<file path="src/shared/rcs_pkg.sv">
`default_nettype none
package rcs_pkg;
  // configuration string layout
  localparam int unsigned RCS_ADDR_W      = 2;
  localparam int unsigned RCS_BYTE_W      = 8;
  localparam int unsigned RCS_NUM_REGS    = 3;
  localparam logic [1:0]  RCS_ADDR_FIRST  = 2'h0;
  localparam logic [1:0]  RCS_ADDR_LAST   = 2'h2;
  localparam logic        RCS_RW_WRITE    = 1'b0;
  localparam logic        RCS_RW_READ     = 1'b1;
  // reset contents of the three configuration registers
  localparam logic [7:0]  RCS_CFG_RESET   = 8'h00;
  // mode byte patterns at addresses 0 and 1
  localparam logic [7:0]  RCS_RX_EXT_B0   = 8'h00;
  localparam logic [7:0]  RCS_RX_EXT_B1   = 8'h00;
  localparam logic [7:0]  RCS_RX_INT_B0   = 8'h01;
  localparam logic [7:0]  RCS_RX_INT_B1   = 8'h04;
  localparam logic [7:0]  RCS_TX_OOK_B0   = 8'h48;
  localparam logic [7:0]  RCS_TX_OOK_B1   = 8'h20;
  // read data valid after rising edge, at most
  localparam int unsigned RCS_RDVAL_NS    = 90;
  localparam int unsigned RCS_CLK_NS      = 25;
  localparam int unsigned RCS_RDVAL_CYC   = (RCS_RDVAL_NS / RCS_CLK_NS) < 1 ? 1
                                            : RCS_RDVAL_NS / RCS_CLK_NS;
  typedef enum logic [1:0] {
    RCS_MODE_RX_EXT,
    RCS_MODE_RX_INT,
    RCS_MODE_TX_OOK,
    RCS_MODE_OTHER
  } rcs_mode_e;
endpackage : rcs_pkg
`default_nettype wire

</file>
<file path="src/design/rcs_port.sv">
`timescale 1ns/1ps
`default_nettype none
// Summary of operation
// - After each full byte of a multi-byte write the address steps up by one, wrapping 2 to 0.
// - A string is read in order: read/write bit (0 writes), two address bits, bytes MSB first.
// - The serial line is sampled on each rising edge of the shift clock while the frame is active, except during the data bits of a read.
// - Every transfer is framed by an active frame line, which returns low between transfers.
// - On a read the device drives register bits after the header and releases at frame end.
module rcs_port
  import rcs_pkg::*;
#(
  parameter int unsigned NUM_REGS = RCS_NUM_REGS
) (
  input  wire logic       sys_clk,
  input  wire logic       arst_n,
  input  wire logic       clk_en,
  input  wire logic       config_frame,
  input  wire logic       config_shift_clock,
  input  wire logic       config_serial_line_in,
  output logic            config_serial_line_out,
  output logic            config_serial_line_oe_n,
  output logic [7:0]      first_config_byte,
  output logic [7:0]      second_config_byte,
  output logic [7:0]      third_config_byte,
  output rcs_mode_e       op_mode,
  output logic            config_update
);
  logic       rst_meta;
  logic       rst_n;
  logic [2:0] pins_s;
  logic       frame_s;
  logic       sclk_s;
  logic       sdat_s;
  logic       sclk_d;
  logic       frame_d;
  logic       rise;
  logic       frame_end;

  // reset release through two flops
  always_ff @(posedge sys_clk or negedge arst_n) begin
    if (!arst_n) begin
      rst_meta <= 1'b0;
      rst_n    <= 1'b0;
    end else begin
      rst_meta <= 1'b1;
      rst_n    <= rst_meta;
    end
  end

  rcs_sync #(.WIDTH(3)) u_sync (
    .sys_clk  (sys_clk),
    .rst_n    (rst_n),
    .clk_en   (clk_en),
    .async_in ({config_frame, config_shift_clock, config_serial_line_in}),
    .sync_out (pins_s)
  );
  assign frame_s = pins_s[2];
  assign sclk_s  = pins_s[1];
  assign sdat_s  = pins_s[0];

  always_ff @(posedge sys_clk or negedge rst_n) begin
    if (!rst_n) begin
      sclk_d  <= 1'b0;
      frame_d <= 1'b0;
    end else if (clk_en) begin
      sclk_d  <= sclk_s;
      frame_d <= frame_s;
    end
  end
  assign rise      = frame_s && sclk_s && !sclk_d;
  assign frame_end = frame_d && !frame_s;

  // shift state
  logic [7:0] shreg;
  logic [2:0] bitcnt;
  logic [1:0] hdrcnt;
  logic       hdr_done;
  logic       rw;
  logic [1:0] addr;
  logic [7:0] shadow [NUM_REGS];
  logic [NUM_REGS-1:0] dirty;
  logic [7:0] live   [NUM_REGS];
  logic [7:0] next_shreg;

  assign next_shreg = {shreg[6:0], sdat_s};

  // header: rw then address, MSB first
  always_ff @(posedge sys_clk or negedge rst_n) begin
    if (!rst_n) begin
      hdrcnt   <= 2'h0;
      hdr_done <= 1'b0;
      rw       <= RCS_RW_WRITE;
    end else if (clk_en) begin
      if (!frame_s) begin
        hdrcnt   <= 2'h0;
        hdr_done <= 1'b0;
      end else if (rise && !hdr_done) begin
        if (hdrcnt == 2'h0) begin
          rw <= sdat_s;
        end
        if (hdrcnt == 2'h2) begin
          hdr_done <= 1'b1;
        end
        hdrcnt <= hdrcnt + 2'h1;
      end
    end
  end

  // address and data bytes
  always_ff @(posedge sys_clk or negedge rst_n) begin
    if (!rst_n) begin
      addr   <= RCS_ADDR_FIRST;
      bitcnt <= 3'h0;
      shreg  <= 8'h00;
      dirty  <= '0;
      for (int i = 0; i < NUM_REGS; i++) begin
        shadow[i] <= RCS_CFG_RESET;
      end
    end else if (clk_en) begin
      if (!frame_s) begin
        bitcnt <= 3'h0;
        if (frame_end) begin
          dirty <= '0;
        end
      end else if (rise && !hdr_done) begin
        if (hdrcnt != 2'h0) begin
          addr <= {addr[0], sdat_s};
        end
        if (hdrcnt == 2'h2) begin
          shreg <= live[{addr[0], sdat_s}];
        end
      end else if (rise) begin
        bitcnt <= bitcnt + 3'h1;
        shreg  <= rw ? {shreg[6:0], 1'b0} : next_shreg;
        if (bitcnt == 3'h7) begin
          if (!rw) begin
            shadow[addr] <= next_shreg;
            dirty[addr]  <= 1'b1;
          end
          addr <= (addr == RCS_ADDR_LAST) ? RCS_ADDR_FIRST : addr + 2'h1;
          if (rw) begin
            shreg <= live[(addr == RCS_ADDR_LAST) ? RCS_ADDR_FIRST : addr + 2'h1];
          end
        end
      end
    end
  end

  // live configuration changes only at frame end
  always_ff @(posedge sys_clk or negedge rst_n) begin
    if (!rst_n) begin
      for (int i = 0; i < NUM_REGS; i++) begin
        live[i] <= RCS_CFG_RESET;
      end
      config_update <= 1'b0;
    end else if (clk_en) begin
      config_update <= frame_end && (dirty != '0);
      if (frame_end) begin
        for (int i = 0; i < NUM_REGS; i++) begin
          if (dirty[i]) begin
            live[i] <= shadow[i];
          end
        end
      end
    end
  end

  // read drive: on after header, off as soon as frame drops
  always_ff @(posedge sys_clk or negedge rst_n) begin
    if (!rst_n) begin
      config_serial_line_out  <= 1'b0;
      config_serial_line_oe_n <= 1'b1;
    end else if (clk_en) begin
      if (frame_s && hdr_done && rw) begin
        config_serial_line_oe_n <= 1'b0;
        config_serial_line_out  <= shreg[7];
      end else begin
        config_serial_line_oe_n <= 1'b1;
        config_serial_line_out  <= 1'b0;
      end
    end
  end

  // mode decode from addresses 0 and 1
  always_ff @(posedge sys_clk or negedge rst_n) begin
    if (!rst_n) begin
      first_config_byte  <= RCS_CFG_RESET;
      second_config_byte <= RCS_CFG_RESET;
      third_config_byte  <= RCS_CFG_RESET;
      op_mode            <= RCS_MODE_RX_EXT;
    end else if (clk_en) begin
      first_config_byte  <= live[0];
      second_config_byte <= live[1];
      third_config_byte  <= live[2];
      if (live[0] == RCS_RX_EXT_B0 && live[1] == RCS_RX_EXT_B1) begin
        op_mode <= RCS_MODE_RX_EXT;
      end else if (live[0] == RCS_RX_INT_B0 && live[1] == RCS_RX_INT_B1) begin
        op_mode <= RCS_MODE_RX_INT;
      end else if (live[0] == RCS_TX_OOK_B0 && live[1] == RCS_TX_OOK_B1) begin
        op_mode <= RCS_MODE_TX_OOK;
      end else begin
        op_mode <= RCS_MODE_OTHER;
      end
    end
  end
endmodule : rcs_port
`default_nettype wire

</file>
<file path="src/design/rcs_sync.sv">
`timescale 1ns/1ps
`default_nettype none
module rcs_sync #(
  parameter int unsigned WIDTH = 1
) (
  input  wire logic             sys_clk,
  input  wire logic             rst_n,
  input  wire logic             clk_en,
  input  wire logic [WIDTH-1:0] async_in,
  output logic      [WIDTH-1:0] sync_out
);
  logic [WIDTH-1:0] meta;

  // first stage feeds only the second stage
  always_ff @(posedge sys_clk or negedge rst_n) begin
    if (!rst_n) begin
      meta     <= '0;
      sync_out <= '0;
    end else if (clk_en) begin
      meta     <= async_in;
      sync_out <= meta;
    end
  end
endmodule : rcs_sync
`default_nettype wire

</file>
<file path="config.mk">
export PLATFORM = sky130hd
export DESIGN_NAME = rcs_port
export DESIGN_NICKNAME = d
export VERILOG_FILES = /design/src/shared/rcs_pkg.sv /design/src/design/rcs_port.sv /design/src/design/rcs_sync.sv
export SDC_FILE = /design/constraint.sdc
export NUM_CORES = 1
export LEC_CHECK = 0
export BUFFER_PORTS_ARGS = -buffer_cell sky130_fd_sc_hd__buf_2
export CAP_MARGIN = 20
export CORE_ASPECT_RATIO = 1.1
export CORE_MARGIN = 2
export CORE_UTILIZATION = 55
export CTS_CLUSTER_DIAMETER = 60
export DETAILED_ROUTE_END_ITERATION = 8
export PLACE_DENSITY = 0.76
export SLEW_MARGIN = 20
export SYNTH_ARGS = -nofsm -noshare
export SYNTH_HDL_FRONTEND = slang
export SYNTH_SLANG_ARGS = --single-unit
</file>
<file path="constraint.sdc">
create_clock -name sys_clk -period 4.1 [get_ports sys_clk]
set_input_delay 0.82 -clock sys_clk [delete_from_list [all_inputs] [get_ports sys_clk]]
set_output_delay 0.82 -clock sys_clk [all_outputs]
set_load 0.05 [all_outputs]
</file>
* Word level (Yosys, flattened, before mapping) *
Cells that the tools add are included.

storage, ports and cells
  flip-flop bits (word level) = 107
  output and inout bits = 29

cells by class
  add/sub/neg operators = 3
  order comparisons = 6
  equality and inequality tests = 15
  muxes and demuxes = 41
  bitwise gates (word level) = 6
  reductions and logical operators = 34

operator list
  kind                   number
  $mux W8                10
  $bmux W8 S2            2
  $mux W3                9
  $bwmux W24             1
  $mux W2                9
  $demux W8 S2           1
  $logic_not A8 Y1       2
  $reduce_and A3 Y1      5
  $logic_and A1 B1 Y1    12
  $ne A2 B2 Y1 const B   6
  $reduce_and A6 Y1      2
  $ge A3 B3 Y1 const B   3
  $not A2 Y3             3
  $eq A8 B1 Y1 const B   1
  $eq A8 B3 Y1 const B   1
  $eq A8 B6 Y1 const B   1
  $eq A8 B7 Y1 const B   1
  $mux W1                8
  $reduce_and A4 Y1      2
  $reduce_bool A2 Y1     4
  $reduce_and A5 Y1      1
  $add A2 B1 Y2 const B  2
  $eq A2 B2 Y1 const B   2
  $ne A2 B1 Y1 const B   2
  12 further kinds       15

* Longest topological paths before layout *
Gate-level depths: netlist of the first run.

  depth after elaboration = 10
  gate-level depth with buffers = 8
  mapped depth without buffers = 6

* Modules after synthesis *
A second synthesis of the first run with hierarchy kept.

second synthesis, totals
  cells, all modules = 347
  area, all modules = 4795.8 um^2

by module, submodules not included
  module    instances  cells an instance  area an instance (um^2)
  rcs_port  1          334                4544.4
  rcs_sync  1          13                 251.5

* Least setup slack after synthesis of the first run *
Ideal clock, no wire load.

  path type = input -> register
  start = input port clk_en
  end = register shadow[17] (netlist bit)
  setup time = 0.125 ns
  data arrival time = 2.197 ns
  path slack = 1.778 ns
  stages on the path = 5
  buffers on the path = 1
  path through = nand4b_2 or4_1 buf_2 nor3_4 mux2_2

on the way
  word-level cells in the longest chain between the ends = 1

RTL lines
  what                                RTL line         source
  start: declaration                  rcs_port.sv:16   input wire logic clk_en,
  $reduce_and A6 Y1 (no source line)  -
  end signal: indexed assignment      rcs_port.sv:137  shadow[addr] <= next_shreg;
  end: declaration                    rcs_port.sv:80   logic [7:0] shadow [NUM_REGS];

Every way passes these cells.
A chain may end at the register's enable or synchronous reset.

* Worst setup path after layout of the first run *
  start = input port clk_en
  end = register live[2] (netlist bit)

on the way
  word-level cells in the longest chain between the ends = 1

RTL lines
  what                                RTL line         source
  $reduce_and A3 Y1 (no source line)  -
  end signal: indexed assignment      rcs_port.sv:161  live[i] <= shadow[i];
  end: declaration                    rcs_port.sv:82   logic [7:0] live [NUM_REGS];

Every way passes these cells.

==> results.cfg, run 1 <==
[setup_path]
endpoint_kind = register
path_delay_family = buffers and inverters
max_stage_delay_ns = 0.46
cp.arrival_ns = 2.83
critPathLaunch = clk_en
path_buf_inv = 3
critPathSlowestCell = buf_4
critPathMaxFanout = 46
crit_chain = buf_2 -> buf_4 -> inv_1 -> nor3_1 -> nand2_1 -> mux2_2
crit_type = in2reg
cp.required_ns = 4.36
crit_path_start_kind = primary input
r2r-start = bitcnt[0]

[grt]
grt_pass1_vias = 3015
grt.overflow.total = 0
antenna_found_initial = 0
grtUsageTotal_pct = 22.5
grt_max_degree = 73
grt_pass1_wl_um = 16100

[detailed_routing]
drtPass1Iterations = 4
ant_nets = 0
num_vias = 3001
wl_um = 9510
drt_first_iter_violations = 141
drcViolationCount = 0
wl_per_cell_um = 18.9
viasPerCell = 5.95

[sta]
finalSetupTns_ns = 0
worst_pin_slew_ns = 0.915
slew_headroom_pct = 39.0
min_period_ns = 2.57
clock_skew_ns = 0.00717
drv_slew = 0
min_period_over_period_pct = 62.6
fmax_ghz = 0.389
report.final.setup_viol = 0
rsz0062_at_grt = no
hold_viol = 0

[clock_network]
cts-root-buf = clkbuf_8
cts_buffers = 9
clk_pin_slew_ns = 0.10
post_cts_resized = 0
clk_latency_ns = 0.37
ctsHoldBuffers = 0
cts_buffer_depth = 2
post-cts-setup-buffers = 0
clock_sinks = 107
h-tree-depth = 3
cts_tree = yes

[logic_synthesis]
synth_cells = 357
synth_top_area_cell = dfrtp_1
yosysTopAreaCellShare_pct = 55.9
syn-num-nets = 367
synthMostInstantiatedCell = dfrtp_1
ys_top_cells_by_count = dfrtp_1 (106), mux2_2 (92), nand2_1 (16), o21ai_0 (14), mux2i_1 (13)
synth_cell_types = 43
ys_seq_area_share_pct = 56.5
synth_ff_type = dfrtp_1
synth_edf_count = 0
synth_area_leaders = dfrtp_1 (56%), mux2_2 (22%), mux2i_1 (2.7%)
synth_async_sr_flop_share_pct = 100
netlist_area_mm2 = 0.00474
synth-seq-cells = 107
avgSynthCellArea_um2 = 13.3
ys_warn_count = 0

[floorplan]
core_mm2 = 0.00836
start_util_pct = 56.7
dieArea_mm2 = 0.00939
rows = 35
die_y_um = 101
die_w_um = 92.6
ios = 35

[flow_run]
drv_cap = 0

[power_and_ir_drop]
ir_worst_vdd_uv = 227
switching_share_pct = 27.2
internal_power_mw = 1.54
p_leak_nw = 2.56
power_density_mw_per_mm2 = 401
power_frac_comb_pct = 10.6
clkPwrFrac_pct = 34.9
seq_power_share_pct = 54.5
p_sw_mw = 0.573

[min_path]
hold_class = in2async

[layout]
area_growth_pct = 10.8
finalNetCount = 398
final_cell_count_no_fill = 504
drive_gt1_share_pct = 39.2
antenna_cells = 0

[placed_design]
dp_hpwl_um = 6300
dp_cells = 488
port_buffers = 34
place.gp.congestion = 0.853

[outcome]
status = finished, final reports clean
-- kinds of logic after synthesis --
group | Yosys count | synth area share, %
xor+xnor | 1 | 0.185
mux | 106 | 24.8
simple gates | 56 | 7.23
buf+inv | 27 | 2.37
compound gates | 55 | 7.81
fa+ha+maj | 4 | 1.05
other cells | 1 | 0.0790
flops | 107 | 56.5
-- placed cells by master (no fill, tap or decap), types with 3 or more instances in the layout --
cell         n
dfrtp_1    105
mux2_2      92
buf_2       34
nand2_1     16
o21ai_0     14
mux2i_1     13
a21oi_1     11
clkbuf_8    10
inv_1        8
nand3b_1     8
a22o_1       8
nor2_1       7
a31oi_1      6
nand3_1      5
nor3_1       4
o2bb2ai_1    4
ha_1         4
buf_4        4
nor3_4       3
nor4_1       3
a32o_1       3
-- final cells by class --
| type | instances | area (µm²) |
|---|---|---|
| timing repair buffer | 38 | 200 |
| tap | 111 | 139 |
| fill | 644 | 3110 |
| clock buffer | 10 | 138 |
| multi-input combinational | 223 | 1970 |
| sequential | 107 | 2680 |
| clock inverter | 6 | 96.3 |
| inverter | 9 | 33.8 |
-- stage by stage --
stage	util [%]	power [mW]	setup slack [ns]	hold WS, ns	instance area [µm²]
6_report	62.9	2.11	1.53	0.213	5260
5_1_grt	62.9	2.20	1.32	0.185	5260
4_1_cts	62.9	2.12	1.48	0.196	5260
3_5_place_dp	60.1	1.39	1.09	0.346	5020
3_3_place_gp	60.1	1.38	1.26	0.339	5020
2_1_floorplan	-	1.33	0.900	0.331	4740
-- state kept, by name, indices dropped and copies added (netlist names), 8 cells and up --
| register | cells |
|---|---|
| first_config_byte | 8 |
| live | 24 |
| shreg | 8 |
| third_config_byte | 8 |
| shadow | 24 |
| second_config_byte | 8 |
-- path summary, 6_finish.rpt --
path                                   end  slack [ns]  depth (start not counted)
min in group sys_clk                 rst_n        0.37                          0
worst max-delay path               live[2]        1.53                          6
worst max register to register  shadow[17]        1.59                          6
max in group asynchronous         shreg[5]        2.63                          1
worst min-delay path                 rst_n        0.21                          1
worst min register to register       rst_n        0.37                          0
-- per-layer routing --
layer | wire length [µm] | track usage, %
met5 | 0 | 0
met4 | 165 | 8.61
met3 | 330 | 4.39
met2 | 4720 | 36.3
met1 | 4290 | 30.6
-- power by group through the flow --
stage	Clock, mW	Combinational [mW]	Sequential, mW
final	0.737	0.223	1.15
after global routing	0.796	0.243	1.16
after CTS	0.749	0.223	1.15
after global placement	0	0.214	1.17
after detailed placement	0	0.221	1.17
after floorplan	0	0.177	1.15
Power figures use the tool's default switching activity.
==> inputs of run 2 (changes only) <==
- clock period: 4.1 -> 2.5 ns (I/O delays scaled with it)
==> run 2 against run 1 <==
Net effect: worst hold slack improved by 0.14 ns; sequential power increased by 65%; critical path depth unchanged; setup slack got worse by 1.3 ns; critical endpoint is now shadow[11].
==> results.cfg, run 2 (synthesis gave the netlist of run 1 again) <==
[layout]
final_cell_count_no_fill = 513
biggestRegsByFlops = live: 24 flops, shadow: 24 flops
area_growth_pct = 12.4
layout_common_cells = dfrtp_1 (105), mux2_2 (92), buf_2 (34)
finalNetCount = 407
antenna_cells = 0
multi_input_area_mm2 = 0.00197
drive_gt1_share_pct = 40.3
final.fill_count = 621
regArea_mm2 = 0.00268
final_cell_area_mm2 = 0.00533
mostFrequentLayoutCell = dfrtp_1
final_util_pct = 63.8

[setup_path]
cp.required_ns = 2.76
cp.arrival_ns = 2.55
critPathMaxFanout = 8
crit_path_start_kind = register
endpoint_kind = register
crit_type = reg2reg

[sta]
drv_slew = 0
worst_pin_slew_ns = 0.896
hold_slack_ns = 0.352
min_period_ns = 2.30
clock_skew_ns = 0.0110
min_period_over_period_pct = 91.8
report.final.setup_viol = 0
rsz0062_at_grt = no
slew_headroom_pct = 40.2
fmax_ghz = 0.436
hold_viol = 0
fin_ws_ns = 0.204
finalSetupTns_ns = 0

[grt]
grt_max_degree = 53
grtUsageTotal_pct = 22.9
grt_pass1_vias = 3257
grt_pass1_wl_um = 16500
grt.overflow.total = 0
antenna_found_initial = 0

[flow_run]
drv_cap = 0

[detailed_routing]
num_vias = 3063
ant_nets = 0
wl_per_cell_um = 19.4
drtPass1Iterations = 5
drt_first_iter_violations = 126
viasPerCell = 5.97
wl_um = 9930
drcViolationCount = 0

[floorplan]
core_mm2 = 0.00836
die_y_um = 101
dieArea_mm2 = 0.00939
die_w_um = 92.6
rows = 35
ios = 35
start_util_pct = 56.7

[clock_network]
clk_pin_slew_ns = 0.10
clk_latency_ns = 0.37
cts_buffer_depth = 2
cts_buffers = 9
cts-root-buf = clkbuf_8
clock_sinks = 107
h-tree-depth = 3
cts_tree = yes

[placed_design]
dp_cells = 493
pre_cts_slack_ns = 0.0981
place_area_mm2 = 0.00506
dp_hpwl_um = 6880
port_buffers = 34
place.gp.congestion = 0.848

[power_and_ir_drop]
power_density_mw_per_mm2 = 645
p_leak_nw = 2.61
finalPower_mw = 3.44
ir_worst_vdd_uv = 313

[outcome]
status = finished, final reports clean

[min_path]
hold_class = in2reg
## run 2: cell type report
| type | instances | area share, % |
|---|---|---|
| sequential | 107 | 50.3 |
| multi-input combinational | 223 | 37.0 |
| timing repair buffer | 47 | 5.30 |
| tap | 111 | 2.60 |
| clock buffer | 10 | 2.39 |
| clock inverter | 6 | 1.81 |
| inverter | 9 | 0.633 |
## run 2: worst max-delay path, stage by stage (launching register included)
cell and delay [ns]:
dfrtp_1 0.40, ha_1 0.18, ha_1 0.20, inv_1 0.07, or4_4 0.58, nor3_4 0.36
mux2_2 0.39
## run 2: final timing paths
path,startpoint,end,slack [ns],depth (start not counted)
max in group asynchronous,rst_n,shreg[3],1.35,1
worst max register to register,bitcnt[0],shadow[11],0.20,6
worst min-delay path,config_shift_clock,u_sync.meta[1],0.35,2
worst max-delay path,bitcnt[0],shadow[11],0.20,6
worst min register to register,rst_n,second_config_byte[6],0.37,0
min in group asynchronous,rst_n,second_config_byte[6],0.37,0
## run 2: routing by layer
layer  vias to the layer above  track usage (%)  share of wire (%)  wire length (µm)
li1                       1391                -                  -                 -
met1                      1587             28.4                 42              4200
met2                        60             39.8                 52              5170
met3                        25             4.46                3.2               313
met4                         0             9.07                2.5               248
met5                         -                0                  0                 0
## run 2: what timing repair did
action,CTS,global route
gates resized for setup,0,1
buffers inserted,0,3
endpoints found under the hold margin,2,0
endpoints found under the setup margin,0,24
hold buffers,1,0
## run 2: power by group
group / internal (mW) / switching, mW
clock: 0.577 / 0.594
combinational: 0.148 / 0.227
sequential: 1.78 / 0.118
total: 2.50 / 0.939
==> inputs of run 3 (changes only) <==
- CAP_MARGIN: 20 -> not set
- clock period: 2.5 -> 2.6 ns (I/O delays scaled with it)
==> run 3 against run 2 <==
Net effect: final area shrank 0.73%; total power shrank 5.1%; register-to-register slack is essentially flat; core utilization shrank 0.46 points; die area is the same; sequential power shrank 5%; combinational power grew 4%; via count grew 0.52%; final cell count shrank 0.58%; sequential share of layout area grew 0.37 points; first-iteration DRC count grew 36%; flip-flop and latch count is the same; largest cell class unchanged; largest power group unchanged.
==> results.cfg, run 3 (synthesis gave the netlist of run 1 again) <==
[outcome]
status = finished, final reports clean

[setup_path]
crit_type = reg2reg
cp.required_ns = 2.84
crit_chain = ha_1 -> ha_1 -> inv_1 -> or4_1 -> nor3_4 -> mux2_2
cpMostUsedCell = ha_1
path_buf_inv = 1
critPathMaxFanout = 8
path_delay_family = simple AND/OR/NAND/NOR gates
cp.arrival_ns = 2.65
crit_path_start_kind = register
max_stage_delay_ns = 0.67
critPathSlowestCell = or4_1
endpoint_kind = register

[clock_network]
clock_sinks = 107
h-tree-depth = 3
post-cts-setup-buffers = 0
post_cts_resized = 0
clk_pin_slew_ns = 0.10
cts_tree = yes
ctsHoldBuffers = 1
cts_buffers = 9
clk_latency_ns = 0.36
cts_buffer_depth = 2
cts-root-buf = clkbuf_8

[detailed_routing]
viasPerCell = 6.04
drt_first_iter_violations = 171
drtPass1Iterations = 5
ant_nets = 0
drcViolationCount = 0
num_vias = 3079
wl_per_cell_um = 19.5
wl_um = 9920

[layout]
antenna_cells = 0
mostFrequentLayoutCell = dfrtp_1
final_util_pct = 63.3
drive_gt1_share_pct = 39.6
final_cell_count_no_fill = 510
final.fill_count = 679
final_cell_area_mm2 = 0.00530
biggestRegsByFlops = live: 24 flops, shadow: 24 flops
area_growth_pct = 11.6
finalNetCount = 404
layout_common_cells = dfrtp_1 (105), mux2_2 (92), buf_2 (34)

[grt]
grtUsageTotal_pct = 23.0
grt.overflow.total = 0
grt_pass1_vias = 3168
grt_pass1_wl_um = 16500
antenna_found_initial = 0
grt_max_degree = 56

[sta]
drv_slew = 0
worst_pin_slew_ns = 0.872
min_period_over_period_pct = 92.7
slew_headroom_pct = 41.8
report.final.setup_viol = 0
min_period_ns = 2.41
hold_viol = 0
finalSetupTns_ns = 0
rsz0062_at_grt = no
clock_skew_ns = 0.0139
fmax_ghz = 0.415
hold_slack_ns = 0.365
fin_ws_ns = 0.190

[floorplan]
dieArea_mm2 = 0.00939
rows = 35
die_y_um = 101
die_w_um = 92.6
ios = 35
start_util_pct = 56.7
core_mm2 = 0.00836

[placed_design]
port_buffers = 34
dp_hpwl_um = 6730
place.gp.congestion = 0.897
pre_cts_slack_ns = 0.217
dp_cells = 493
place_area_mm2 = 0.00507

[flow_run]
drv_cap = 0

[power_and_ir_drop]
p_leak_nw = 2.59
power_density_mw_per_mm2 = 617
finalPower_mw = 3.27
ir_worst_vdd_uv = 256

[min_path]
hold_class = reg2reg
[run 3: routing by layer]
layer  GRT usage (%)  part of all wire, %
met2            37.0                   49
met4            11.3                  2.9
met1            30.7                   42
met5               0                    0
met3            4.09                  5.5
[run 3: final cells by class]
type	count	area, µm²	area share (%)
clock buffer	12	155	2.93
clock inverter	4	56.3	1.06
inverter	9	33.8	0.638
multi-input combinational	223	1970	37.2
sequential	107	2680	50.7
tap	111	139	2.62
timing repair buffer	44	260	4.91
[run 3: power breakdown]
| group | leakage, nW | total, mW | internal [mW] | switching, mW |
|---|---|---|---|---|
| clock network | 0.108 | 1.07 | 0.508 | 0.566 |
| registers | 1.46 | 1.80 | 1.71 | 0.0937 |
| logic | 1.03 | 0.390 | 0.152 | 0.237 |
[run 3: final timing paths]
path                       startpoint               endpoint  slack [ns]  cells after the start
min in group asynchronous       rst_n  second_config_byte[6]        0.39                      0
setup reg to reg            bitcnt[0]              shadow[4]        0.19                      6
hold reg to reg              rst_meta                  rst_n        0.36                      0
hold / removal               rst_meta                  rst_n        0.36                      0
setup / recovery            bitcnt[0]              shadow[4]        0.19                      6
max in group asynchronous       rst_n              shadow[3]        1.52                      1
